### src/hdl/tcc_defs.vh
// register map, field positions, clock source and response codes and value constants for the timer core
`ifndef TCC_DEFS_VH
`define TCC_DEFS_VH

`define TCC_ADDR_CTRL 4'h0
`define TCC_ADDR_CNTH 4'h4
`define TCC_ADDR_CNTL 4'h8
`define TCC_ADDR_MOD 4'hC

`define TCC_BIT_OVF 7
`define TCC_BIT_OIE 6
`define TCC_BIT_CAS 5
`define TCC_CLKS_HI 4
`define TCC_CLKS_LO 3
`define TCC_PS_HI 2
`define TCC_PS_LO 0

`define TCC_CLKS_OFF 2'h0
`define TCC_CLKS_BUS 2'h1
`define TCC_CLKS_FIX 2'h2
`define TCC_CLKS_EXT 2'h3

`define TCC_RESP_OKAY 2'h0
`define TCC_RESP_SLVERR 2'h2

`define TCC_CNT_ZERO 16'h0000
`define TCC_CNT_ONE 16'h0001
`define TCC_BYTE_ZERO 8'h00
`define TCC_PRE_ONE 7'h01
`define TCC_WORD_ZERO 32'h0000_0000
`define TCC_CNT_MAX 16'hFFFF
`define TCC_PRE_ZERO 7'h00
`define TCC_PS_ZERO 3'h0
`define TCC_NIB_ZERO 4'h0

`define TCC_LO_HI 7
`define TCC_LO_LO 0
`define TCC_HI_HI 15
`define TCC_HI_LO 8

`endif

### src/hdl/tcc_timer_core.v
// 16-bit timer core: control/status, clock select, prescaler, counter, AXI4-Lite slave
//
// Behaviour
// - overflow flag sets on wrap to zero
// - flag clears by read-while-set then write zero
// - new overflow restarts the clear sequence
// - writing one keeps flag; reset clears it
// - interrupt request when flag and enable set
// - center-align select makes counter count up/down
// - clock source field chooses prescaler input
// - fixed clock acts as bus clock without pll
// - external clock synchronised to bus clock
// - prescale divides by two to field power
// - prescaler follows source sync and selection
// - new prescale applies next system clock cycle
// - counter byte read latches both bytes coherently
// - reset or control write restarts read latch
// - counter byte write clears counter and latch
// - reset clears both counter bytes
// - debug halt freezes counter value
// - debug halt freezes read latch state
// - control or counter writes in debug halt still restart latch
// - counter wraps after modulus; zero free-runs
`timescale 1ns/1ps
`default_nettype none
`include "tcc_defs.vh"

module tcc_timer_core (
    input wire mclk_i,
    input wire rst_i,
    input wire debug_halt_i,
    input wire fixed_clk_tick_i,
    input wire fixed_clk_present_i,
    input wire ext_clk_i,
    output wire overflow_irq_o,
    output wire count_down_o,
    output wire center_align_o,
    input wire [3:0] s_axi_awaddr,
    input wire s_axi_awvalid,
    output wire s_axi_awready,
    input wire [31:0] s_axi_wdata,
    input wire [3:0] s_axi_wstrb,
    input wire s_axi_wvalid,
    output wire s_axi_wready,
    output reg [1:0] s_axi_bresp,
    output reg s_axi_bvalid,
    input wire s_axi_bready,
    input wire [3:0] s_axi_araddr,
    input wire s_axi_arvalid,
    output wire s_axi_arready,
    output reg [31:0] s_axi_rdata,
    output reg [1:0] s_axi_rresp,
    output reg s_axi_rvalid,
    input wire s_axi_rready
);

    // control fields, modulus, counter, direction, clear arming and read latch
    reg overflow_flag_q;
    reg overflow_irq_enable_q;
    reg center_align_select_q;
    reg [1:0] clock_source_field_q;
    reg [2:0] prescale_field_q;
    reg [15:0] modulus_value_q;
    reg [15:0] count_q;
    reg down_q;
    reg clear_armed_q;
    reg latch_valid_q;
    reg [15:0] latch_q;

    // write channel capture: address and data may arrive in either order
    reg aw_held_q;
    reg [3:0] aw_addr_q;
    reg w_held_q;
    reg [31:0] w_data_q;
    reg [3:0] w_strb_q;

    // a held half refuses the next one until the response is taken
    assign s_axi_awready = !aw_held_q && !s_axi_bvalid;
    assign s_axi_wready = !w_held_q && !s_axi_bvalid;
    assign s_axi_arready = !s_axi_rvalid;

    wire aw_fire = s_axi_awvalid && s_axi_awready;
    wire w_fire = s_axi_wvalid && s_axi_wready;
    wire [3:0] wr_addr = aw_held_q ? aw_addr_q : s_axi_awaddr;
    wire [31:0] wr_data = w_held_q ? w_data_q : s_axi_wdata;
    wire [3:0] wr_strb = w_held_q ? w_strb_q : s_axi_wstrb;
    wire wr_go = (aw_held_q || aw_fire) && (w_held_q || w_fire);
    wire rd_go = s_axi_arvalid && s_axi_arready;

    function addr_known;
        input [3:0] a;
        begin
            addr_known = (a == `TCC_ADDR_CTRL) || (a == `TCC_ADDR_CNTH) ||
                (a == `TCC_ADDR_CNTL) || (a == `TCC_ADDR_MOD);
        end
    endfunction

    // either counter byte; shared by the write clear and the read latch
    function cnt_addr;
        input [3:0] a;
        begin
            cnt_addr = (a == `TCC_ADDR_CNTH) || (a == `TCC_ADDR_CNTL);
        end
    endfunction

    wire wr_ctrl = wr_go && (wr_addr == `TCC_ADDR_CTRL) && wr_strb[0];
    wire wr_cnt = wr_go && cnt_addr(wr_addr);
    wire wr_mod = wr_go && (wr_addr == `TCC_ADDR_MOD);
    wire rd_ctrl = rd_go && (s_axi_araddr == `TCC_ADDR_CTRL);
    wire rd_cnt = rd_go && cnt_addr(s_axi_araddr);

    always @(posedge mclk_i or posedge rst_i) begin
        if (rst_i) begin
            aw_held_q <= 1'b0;
            aw_addr_q <= `TCC_NIB_ZERO;
            w_held_q <= 1'b0;
            w_data_q <= `TCC_WORD_ZERO;
            w_strb_q <= `TCC_NIB_ZERO;
        end else if (wr_go) begin
            aw_held_q <= 1'b0;
            w_held_q <= 1'b0;
        end else begin
            if (aw_fire) begin
                aw_held_q <= 1'b1;
                aw_addr_q <= s_axi_awaddr;
            end
            if (w_fire) begin
                w_held_q <= 1'b1;
                w_data_q <= s_axi_wdata;
                w_strb_q <= s_axi_wstrb;
            end
        end
    end

    // response waits for both halves
    always @(posedge mclk_i or posedge rst_i) begin
        if (rst_i) begin
            s_axi_bvalid <= 1'b0;
            s_axi_bresp <= `TCC_RESP_OKAY;
        end else if (wr_go) begin
            s_axi_bvalid <= 1'b1;
            s_axi_bresp <= addr_known(wr_addr) ? `TCC_RESP_OKAY : `TCC_RESP_SLVERR;
        end else if (s_axi_bvalid && s_axi_bready) begin
            s_axi_bvalid <= 1'b0;
        end
    end

    // external clock: three stages, edge counted once stages two and three agree;
    // the pin must stay below a quarter of the bus rate or edges are lost
    reg [2:0] ext_sync_q;
    reg ext_level_q;
    wire [2:0] ext_sync_d = {ext_sync_q[1:0], ext_clk_i};
    genvar gi;
    generate
        for (gi = 0; gi < 3; gi = gi + 1) begin : g_ext_sync
            always @(posedge mclk_i or posedge rst_i) begin
                if (rst_i) begin
                    ext_sync_q[gi] <= 1'b0;
                end else begin
                    ext_sync_q[gi] <= ext_sync_d[gi];
                end
            end
        end
    endgenerate
    wire ext_agree = (ext_sync_q[1] == ext_sync_q[2]);
    always @(posedge mclk_i or posedge rst_i) begin
        if (rst_i) begin
            ext_level_q <= 1'b0;
        end else if (ext_agree) begin
            ext_level_q <= ext_sync_q[2];
        end
    end
    wire ext_rise = ext_agree && ext_sync_q[2] && !ext_level_q;

    // source selection ahead of the prescaler
    reg src_tick;
    always @* begin
        case (clock_source_field_q)
            `TCC_CLKS_BUS: src_tick = 1'b1;
            `TCC_CLKS_FIX: src_tick = fixed_clk_present_i ? fixed_clk_tick_i : 1'b1;
            `TCC_CLKS_EXT: src_tick = ext_rise;
            default: src_tick = 1'b0;
        endcase
    end

    // prescaler divides the selected source; registers read directly so a new
    // factor takes hold on the very next cycle
    reg [6:0] pre_q;
    wire [6:0] pre_mask = (`TCC_PRE_ONE << prescale_field_q) - `TCC_PRE_ONE;
    wire pre_tick = src_tick && ((pre_q & pre_mask) == pre_mask);
    always @(posedge mclk_i or posedge rst_i) begin
        if (rst_i) begin
            pre_q <= `TCC_PRE_ZERO;
        end else if (src_tick && !debug_halt_i) begin
            pre_q <= pre_q + `TCC_PRE_ONE;
        end
    end

    wire cnt_tick = pre_tick && !debug_halt_i;
    wire at_top = (modulus_value_q == `TCC_CNT_ZERO) ? (count_q == `TCC_CNT_MAX) :
        (count_q >= modulus_value_q);
    reg ovf_event;
    reg [15:0] count_d;
    reg down_d;
    // center mode turns at the top and overflows on reaching zero going down
    always @* begin
        count_d = count_q;
        down_d = down_q;
        ovf_event = 1'b0;
        if (cnt_tick) begin
            if (center_align_select_q) begin
                if (!down_q) begin
                    if (at_top) begin
                        down_d = 1'b1;
                        count_d = count_q - `TCC_CNT_ONE;
                    end else begin
                        count_d = count_q + `TCC_CNT_ONE;
                    end
                end else if (count_q == `TCC_CNT_ONE || count_q == `TCC_CNT_ZERO) begin
                    down_d = 1'b0;
                    count_d = `TCC_CNT_ZERO;
                    ovf_event = 1'b1;
                end else begin
                    count_d = count_q - `TCC_CNT_ONE;
                end
            end else begin
                down_d = 1'b0;
                if (at_top) begin
                    count_d = `TCC_CNT_ZERO;
                    ovf_event = 1'b1;
                end else begin
                    count_d = count_q + `TCC_CNT_ONE;
                end
            end
        end
        if (wr_cnt) begin
            count_d = `TCC_CNT_ZERO;
            down_d = 1'b0;
        end
    end

    wire clear_write = wr_ctrl && !wr_data[`TCC_BIT_OVF] && clear_armed_q && !ovf_event;

    // counter and direction
    always @(posedge mclk_i or posedge rst_i) begin
        if (rst_i) begin
            count_q <= `TCC_CNT_ZERO;
            down_q <= 1'b0;
        end else begin
            count_q <= count_d;
            down_q <= down_d;
        end
    end

    // a fresh overflow beats a pending clear so no event is lost
    always @(posedge mclk_i or posedge rst_i) begin
        if (rst_i) begin
            overflow_flag_q <= 1'b0;
            clear_armed_q <= 1'b0;
        end else if (ovf_event) begin
            overflow_flag_q <= 1'b1;
            clear_armed_q <= 1'b0;
        end else if (clear_write) begin
            overflow_flag_q <= 1'b0;
            clear_armed_q <= 1'b0;
        end else if (rd_ctrl && overflow_flag_q) begin
            clear_armed_q <= 1'b1;
        end
    end

    // control fields
    always @(posedge mclk_i or posedge rst_i) begin
        if (rst_i) begin
            overflow_irq_enable_q <= 1'b0;
            center_align_select_q <= 1'b0;
            clock_source_field_q <= `TCC_CLKS_OFF;
            prescale_field_q <= `TCC_PS_ZERO;
        end else if (wr_ctrl) begin
            overflow_irq_enable_q <= wr_data[`TCC_BIT_OIE];
            center_align_select_q <= wr_data[`TCC_BIT_CAS];
            clock_source_field_q <= wr_data[`TCC_CLKS_HI:`TCC_CLKS_LO];
            prescale_field_q <= wr_data[`TCC_PS_HI:`TCC_PS_LO];
        end
    end

    // modulus written straight through, byte lanes by strobe
    always @(posedge mclk_i or posedge rst_i) begin
        if (rst_i) begin
            modulus_value_q <= `TCC_CNT_ZERO;
        end else if (wr_mod) begin
            if (wr_strb[0]) begin
                modulus_value_q[`TCC_LO_HI:`TCC_LO_LO] <= wr_data[`TCC_LO_HI:`TCC_LO_LO];
            end
            if (wr_strb[1]) begin
                modulus_value_q[`TCC_HI_HI:`TCC_HI_LO] <= wr_data[`TCC_HI_HI:`TCC_HI_LO];
            end
        end
    end

    // read coherency latch; reads in debug halt leave it alone so a 16-bit
    // read cut by a halt still completes, but control and counter writes always release it
    always @(posedge mclk_i or posedge rst_i) begin
        if (rst_i) begin
            latch_valid_q <= 1'b0;
            latch_q <= `TCC_CNT_ZERO;
        end else if (wr_ctrl || wr_cnt) begin
            latch_valid_q <= 1'b0;
        end else if (!debug_halt_i && rd_cnt) begin
            if (!latch_valid_q) begin
                latch_valid_q <= 1'b1;
                latch_q <= count_q;
            end else begin
                latch_valid_q <= 1'b0;
            end
        end
    end

    wire [15:0] cnt_view = latch_valid_q ? latch_q : count_q;
    reg [31:0] rd_word;
    always @* begin
        rd_word = `TCC_WORD_ZERO;
        if (s_axi_araddr == `TCC_ADDR_CTRL) begin
            rd_word[`TCC_LO_HI:`TCC_LO_LO] = {overflow_flag_q, overflow_irq_enable_q,
                center_align_select_q, clock_source_field_q, prescale_field_q};
        end else if (s_axi_araddr == `TCC_ADDR_CNTH) begin
            rd_word[`TCC_LO_HI:`TCC_LO_LO] = cnt_view[`TCC_HI_HI:`TCC_HI_LO];
        end else if (s_axi_araddr == `TCC_ADDR_CNTL) begin
            rd_word[`TCC_LO_HI:`TCC_LO_LO] = cnt_view[`TCC_LO_HI:`TCC_LO_LO];
        end else if (s_axi_araddr == `TCC_ADDR_MOD) begin
            rd_word[`TCC_HI_HI:`TCC_LO_LO] = modulus_value_q;
        end
    end

    always @(posedge mclk_i or posedge rst_i) begin
        if (rst_i) begin
            s_axi_rvalid <= 1'b0;
        end else if (rd_go) begin
            s_axi_rvalid <= 1'b1;
        end else if (s_axi_rready) begin
            s_axi_rvalid <= 1'b0;
        end
    end

    // read data held until the next request so it stands while rvalid is up
    always @(posedge mclk_i or posedge rst_i) begin
        if (rst_i) begin
            s_axi_rdata <= `TCC_WORD_ZERO;
            s_axi_rresp <= `TCC_RESP_OKAY;
        end else if (rd_go) begin
            s_axi_rdata <= rd_word;
            s_axi_rresp <= addr_known(s_axi_araddr) ? `TCC_RESP_OKAY : `TCC_RESP_SLVERR;
        end
    end

    // level outputs straight from registers
    assign overflow_irq_o = overflow_flag_q && overflow_irq_enable_q;
    assign count_down_o = down_q;
    assign center_align_o = center_align_select_q;

endmodule

`default_nettype wire

### config.mk
export PLATFORM = sky130hd
export DESIGN_NAME = tcc_timer_core
export DESIGN_NICKNAME = d
export VERILOG_FILES = /design/src/hdl/tcc_timer_core.v
export VERILOG_INCLUDE_DIRS = /design/src /design/src/hdl
export SDC_FILE = /design/constraint.sdc
export NUM_CORES = 1
export LEC_CHECK = 0
export BUFFER_PORTS_ARGS = -buffer_cell sky130_fd_sc_hd__clkbuf_2
export CAP_MARGIN = 40
export CORE_MARGIN = 2
export CORE_UTILIZATION = 30
export DETAILED_ROUTE_END_ITERATION = 10
export PLACE_DENSITY = 0.5
export SLEW_MARGIN = 20
export SYNTH_ARGS = -nofsm -noshare
export SYNTH_HDL_FRONTEND = slang
export SYNTH_SLANG_ARGS = --single-unit
### constraint.sdc
create_clock -name mclk_i -period 3.67 [get_ports mclk_i]
set_input_delay 0.734 -clock mclk_i [delete_from_list [all_inputs] [get_ports mclk_i]]
set_output_delay 0.734 -clock mclk_i [all_outputs]
set_load 0.005 [all_outputs]
==> impl_results.md <==
* Status: finished clean
* Buffers plus inverters on the worst setup path at 0
* Largest net degree at the start of global routing at 115
* Primary FF master, synth: dfrtp_1
* DRT iter0 DRCs at 196
* Final hold viol count at 0
* RSZ-0062 raised after global routing: no
* Post-synthesis mux area share at 14.06%
* Post-CTS Hold Fix Bufs at 0
* Worst Path Max Fanout at 13
* Cell count after synthesis at 639
* Htree depth at 4
* Fillers at 2170
* Most frequent cells in the layout: dfrtp_1, nand2_1, clkbuf_2
* Placed inst area at 7158 um^2
* Fin. max-slew vios at 0
* Max Cap Viol at 0
* Die height at 153.1 um
* Slew margin rel. at 57.68%
* Synth top area share at 42.79%
* Cell Rows at 54
* Clk_lat worst skew at 0.42 ns
* Final setup TNS at 0 ns
* Util after Layout at 35.59%
* ANT cells at 0
* Final Cycle Share at 80.26%
* Pre-CTS setup slack at 0.5841 ns
* Worst IR Drop VDD at 0.0003682 V
* Worst EP required at 4.00 ns
* Worst slew pin tran at 0.6349 ns
* PwrDens at 861.8 nW/um^2
* Area of the mapped netlist at 6666 um^2
* Critical path class: reg -> reg
* Synth Warn # at 0
* DP Wirelength at 12380 um
* Final WL at 17460 um
* WL/cell at 17.61 um
* Maximum root-to-sink buffer count at 2
* Critical path cell sequence: ha_1, nand2_1, or3_4, a311oi_2, o31a_4, o21ai_4, nor2_4, o21ai_0, a22oi_1
* Final Total Pwr at 6.694 mW
* Ports at 99
* Grt ovf at 0
* Setup ws final at 0.7244 ns
* Number of flops mapped to enable cells by yosys at 0
* CP max stage delay at 0.57 ns
* Avg Cell Area, Syn at 10.43 um^2
* TritonCTS buffer count at 17
* Crit path max-delay family: compound AO/OA/AOI/OAI gates
* Clock Sinks at 114
* Full die area at 23430 um^2
* Global-route wire length before repair at 28390 um
* Hold WS at 0.3451 ns
* PortBufs at 62
* Clock-pin slew on the worst setup and hold paths at 0.06 ns
* Routed via count at 5143
* Synth Area in Adders at 4.129%
* Antenna-violating nets left at 0
* Clk_skew at 0.009989 ns
* Final setup violation count at 0
* Post-CTS Setup Bufs at 0
* Arr. time, crit path at 3.27 ns
* Simple-Gate Fraction of Synth Area at 14.13%
* Post_cts resized at 0
* Setup crit end kind: register
* Hold Crit Class: reg -> reg
* Vias in the first global route at 5210
* Inst Count DP at 958
* Area Growth Syn to Fin at 16.52%
* Async S/R FF share, synth at 100.0%
* Fin cells at 991
* Final GP Congestion at 0.8393
* DRC at 0
* Final nets at 776
* Static Leak at 3.518 nW
* Netlist cell types at 84
* Routed vias/inst at 5.190
* Max Fclk at 339.5 MHz
* Complex-gate fraction of the synthesized area at 15.86%
* Largest family of logic cells by synthesized area: compound AO/OA/AOI/OAI gates
* Top area cells in the synthesized netlist: dfrtp_1, mux2_2, ha_1, nand2_1, o21ai_0
* Final min period at 2.946 ns
* Count of state elements after synthesis at 114
* Share of cells above drive strength 1 at 27.14%
* Final instance area at 7767 um^2
* Core footprint at 21820 um^2
* Initial antenna violation count at 0
* CTS root buf: clkbuf_16
* Cell accounting for the most synthesized area: dfrtp_1
* Synth Area in XOR/XNOR at 1.971%
* Total track usage at 15.42%
* Seq/Total Area, Yosys at 42.79%
* Commonest non-fill, non-tap cell in the layout: dfrtp_1
* Die X-Extent at 153.1 um
* CP max-delay cell: dfrtp_1
* CTS tree: built
* Initial core utilization at 30.55%
* Pre-antenna DRT Iters at 5
* Critical Path Source Type: register
[where the power goes]
group	switching [mW]	internal [mW]
clock network	0.585	1.04
logic	1.63	1.24
registers	0.537	1.66
[path summary, 6_finish.rpt]
check | startpoint | endpoint | slack [ns] | depth (start not counted)
max in group asynchronous | rst_i | clock_source_field_q[1] | 2.71 | 3
min reg2reg | ext_sync_d[1] | ext_sync_d[2] | 0.35 | 0
max | count_q[10] | count_q[15] | 0.72 | 9
min | ext_sync_d[1] | ext_sync_d[2] | 0.35 | 0
min in group asynchronous | rst_i | w_data_q[9] | 0.49 | 3
max reg2reg | count_q[10] | count_q[15] | 0.72 | 9
[synth_stat cells, drive strengths merged (2+ instances only)]
| cell type | number |
|---|---|
| dfrtp | 114 |
| nand2 | 72 |
| o21ai | 55 |
| mux2 | 48 |
| buf | 35 |
| inv | 32 |
| nor2 | 24 |
| ha | 22 |
| a21oi | 21 |
| mux2i | 20 |
| a22o | 17 |
| clkbuf | 17 |
| and3 | 12 |
| nor4 | 11 |
| xnor2 | 11 |
| nand3 | 10 |
| nor3 | 10 |
| mux4 | 8 |
| nand4 | 8 |
| nand2b | 7 |
| o22ai | 7 |
| a221oi | 6 |
| a311oi | 5 |
| or3 | 5 |
| nor2b | 4 |
| o211ai | 4 |
| o21a | 4 |
| xor2 | 4 |
| a211oi | 3 |
| a22oi | 3 |
| a32oi | 3 |
| and2 | 3 |
| o211a | 3 |
| or2 | 3 |
| a21o | 2 |
| a31oi | 2 |
| nand3b | 2 |
| nand4b | 2 |
| o31a | 2 |
| o31ai | 2 |
[cells by family (layout without fill, tap and decap cells)]
kind of cell / Yosys count / after routing
AO/OA/AOI/OAI: 149 / 149
XOR/XNOR: 15 / 15
adder cells (fa/ha/maj): 22 / 22
buffers and inverters: 84 / 139
flip-flops: 114 / 114
multiplexers: 76 / 76
other: 1 / 18
AND/OR/NAND/NOR: 178 / 178
[state kept, by name (all words and copies together), names as in the netlist, 2 cells and up]
register / count
aw_addr_q: 4
clock_source_field_q: 2
count_q: 16
ext_sync_d: 2
latch_q: 16
modulus_value_q: 16
pre_q: 7
prescale_field_q: 3
s_axi_rdata: 16
w_data_q: 16
w_strb_q: 2
[layout make-up]
cell class	count	area, um^2	share of cell area (%)
multi-input combinational	458	3411	43.91
sequential	114	2853	36.73
clock buffer	21	470.5	6.057
timing repair buffer	76	450.4	5.799
tap	280	350.3	4.510
inverter	32	123.9	1.595
clock inverter	10	108.9	1.401
[metal layers]
layer / track usage [%] / part of all wire, % / up-vias
met5: 0 / 0 / -
met4: 5.776 / 1.6 / 0
met3: 3.686 / 4.8 / 21
met2: 24.74 / 48 / 141
met1: 20.23 / 45 / 2569
li1: - / - / 2412
Note: power is estimated with default switching activity, not from simulation.
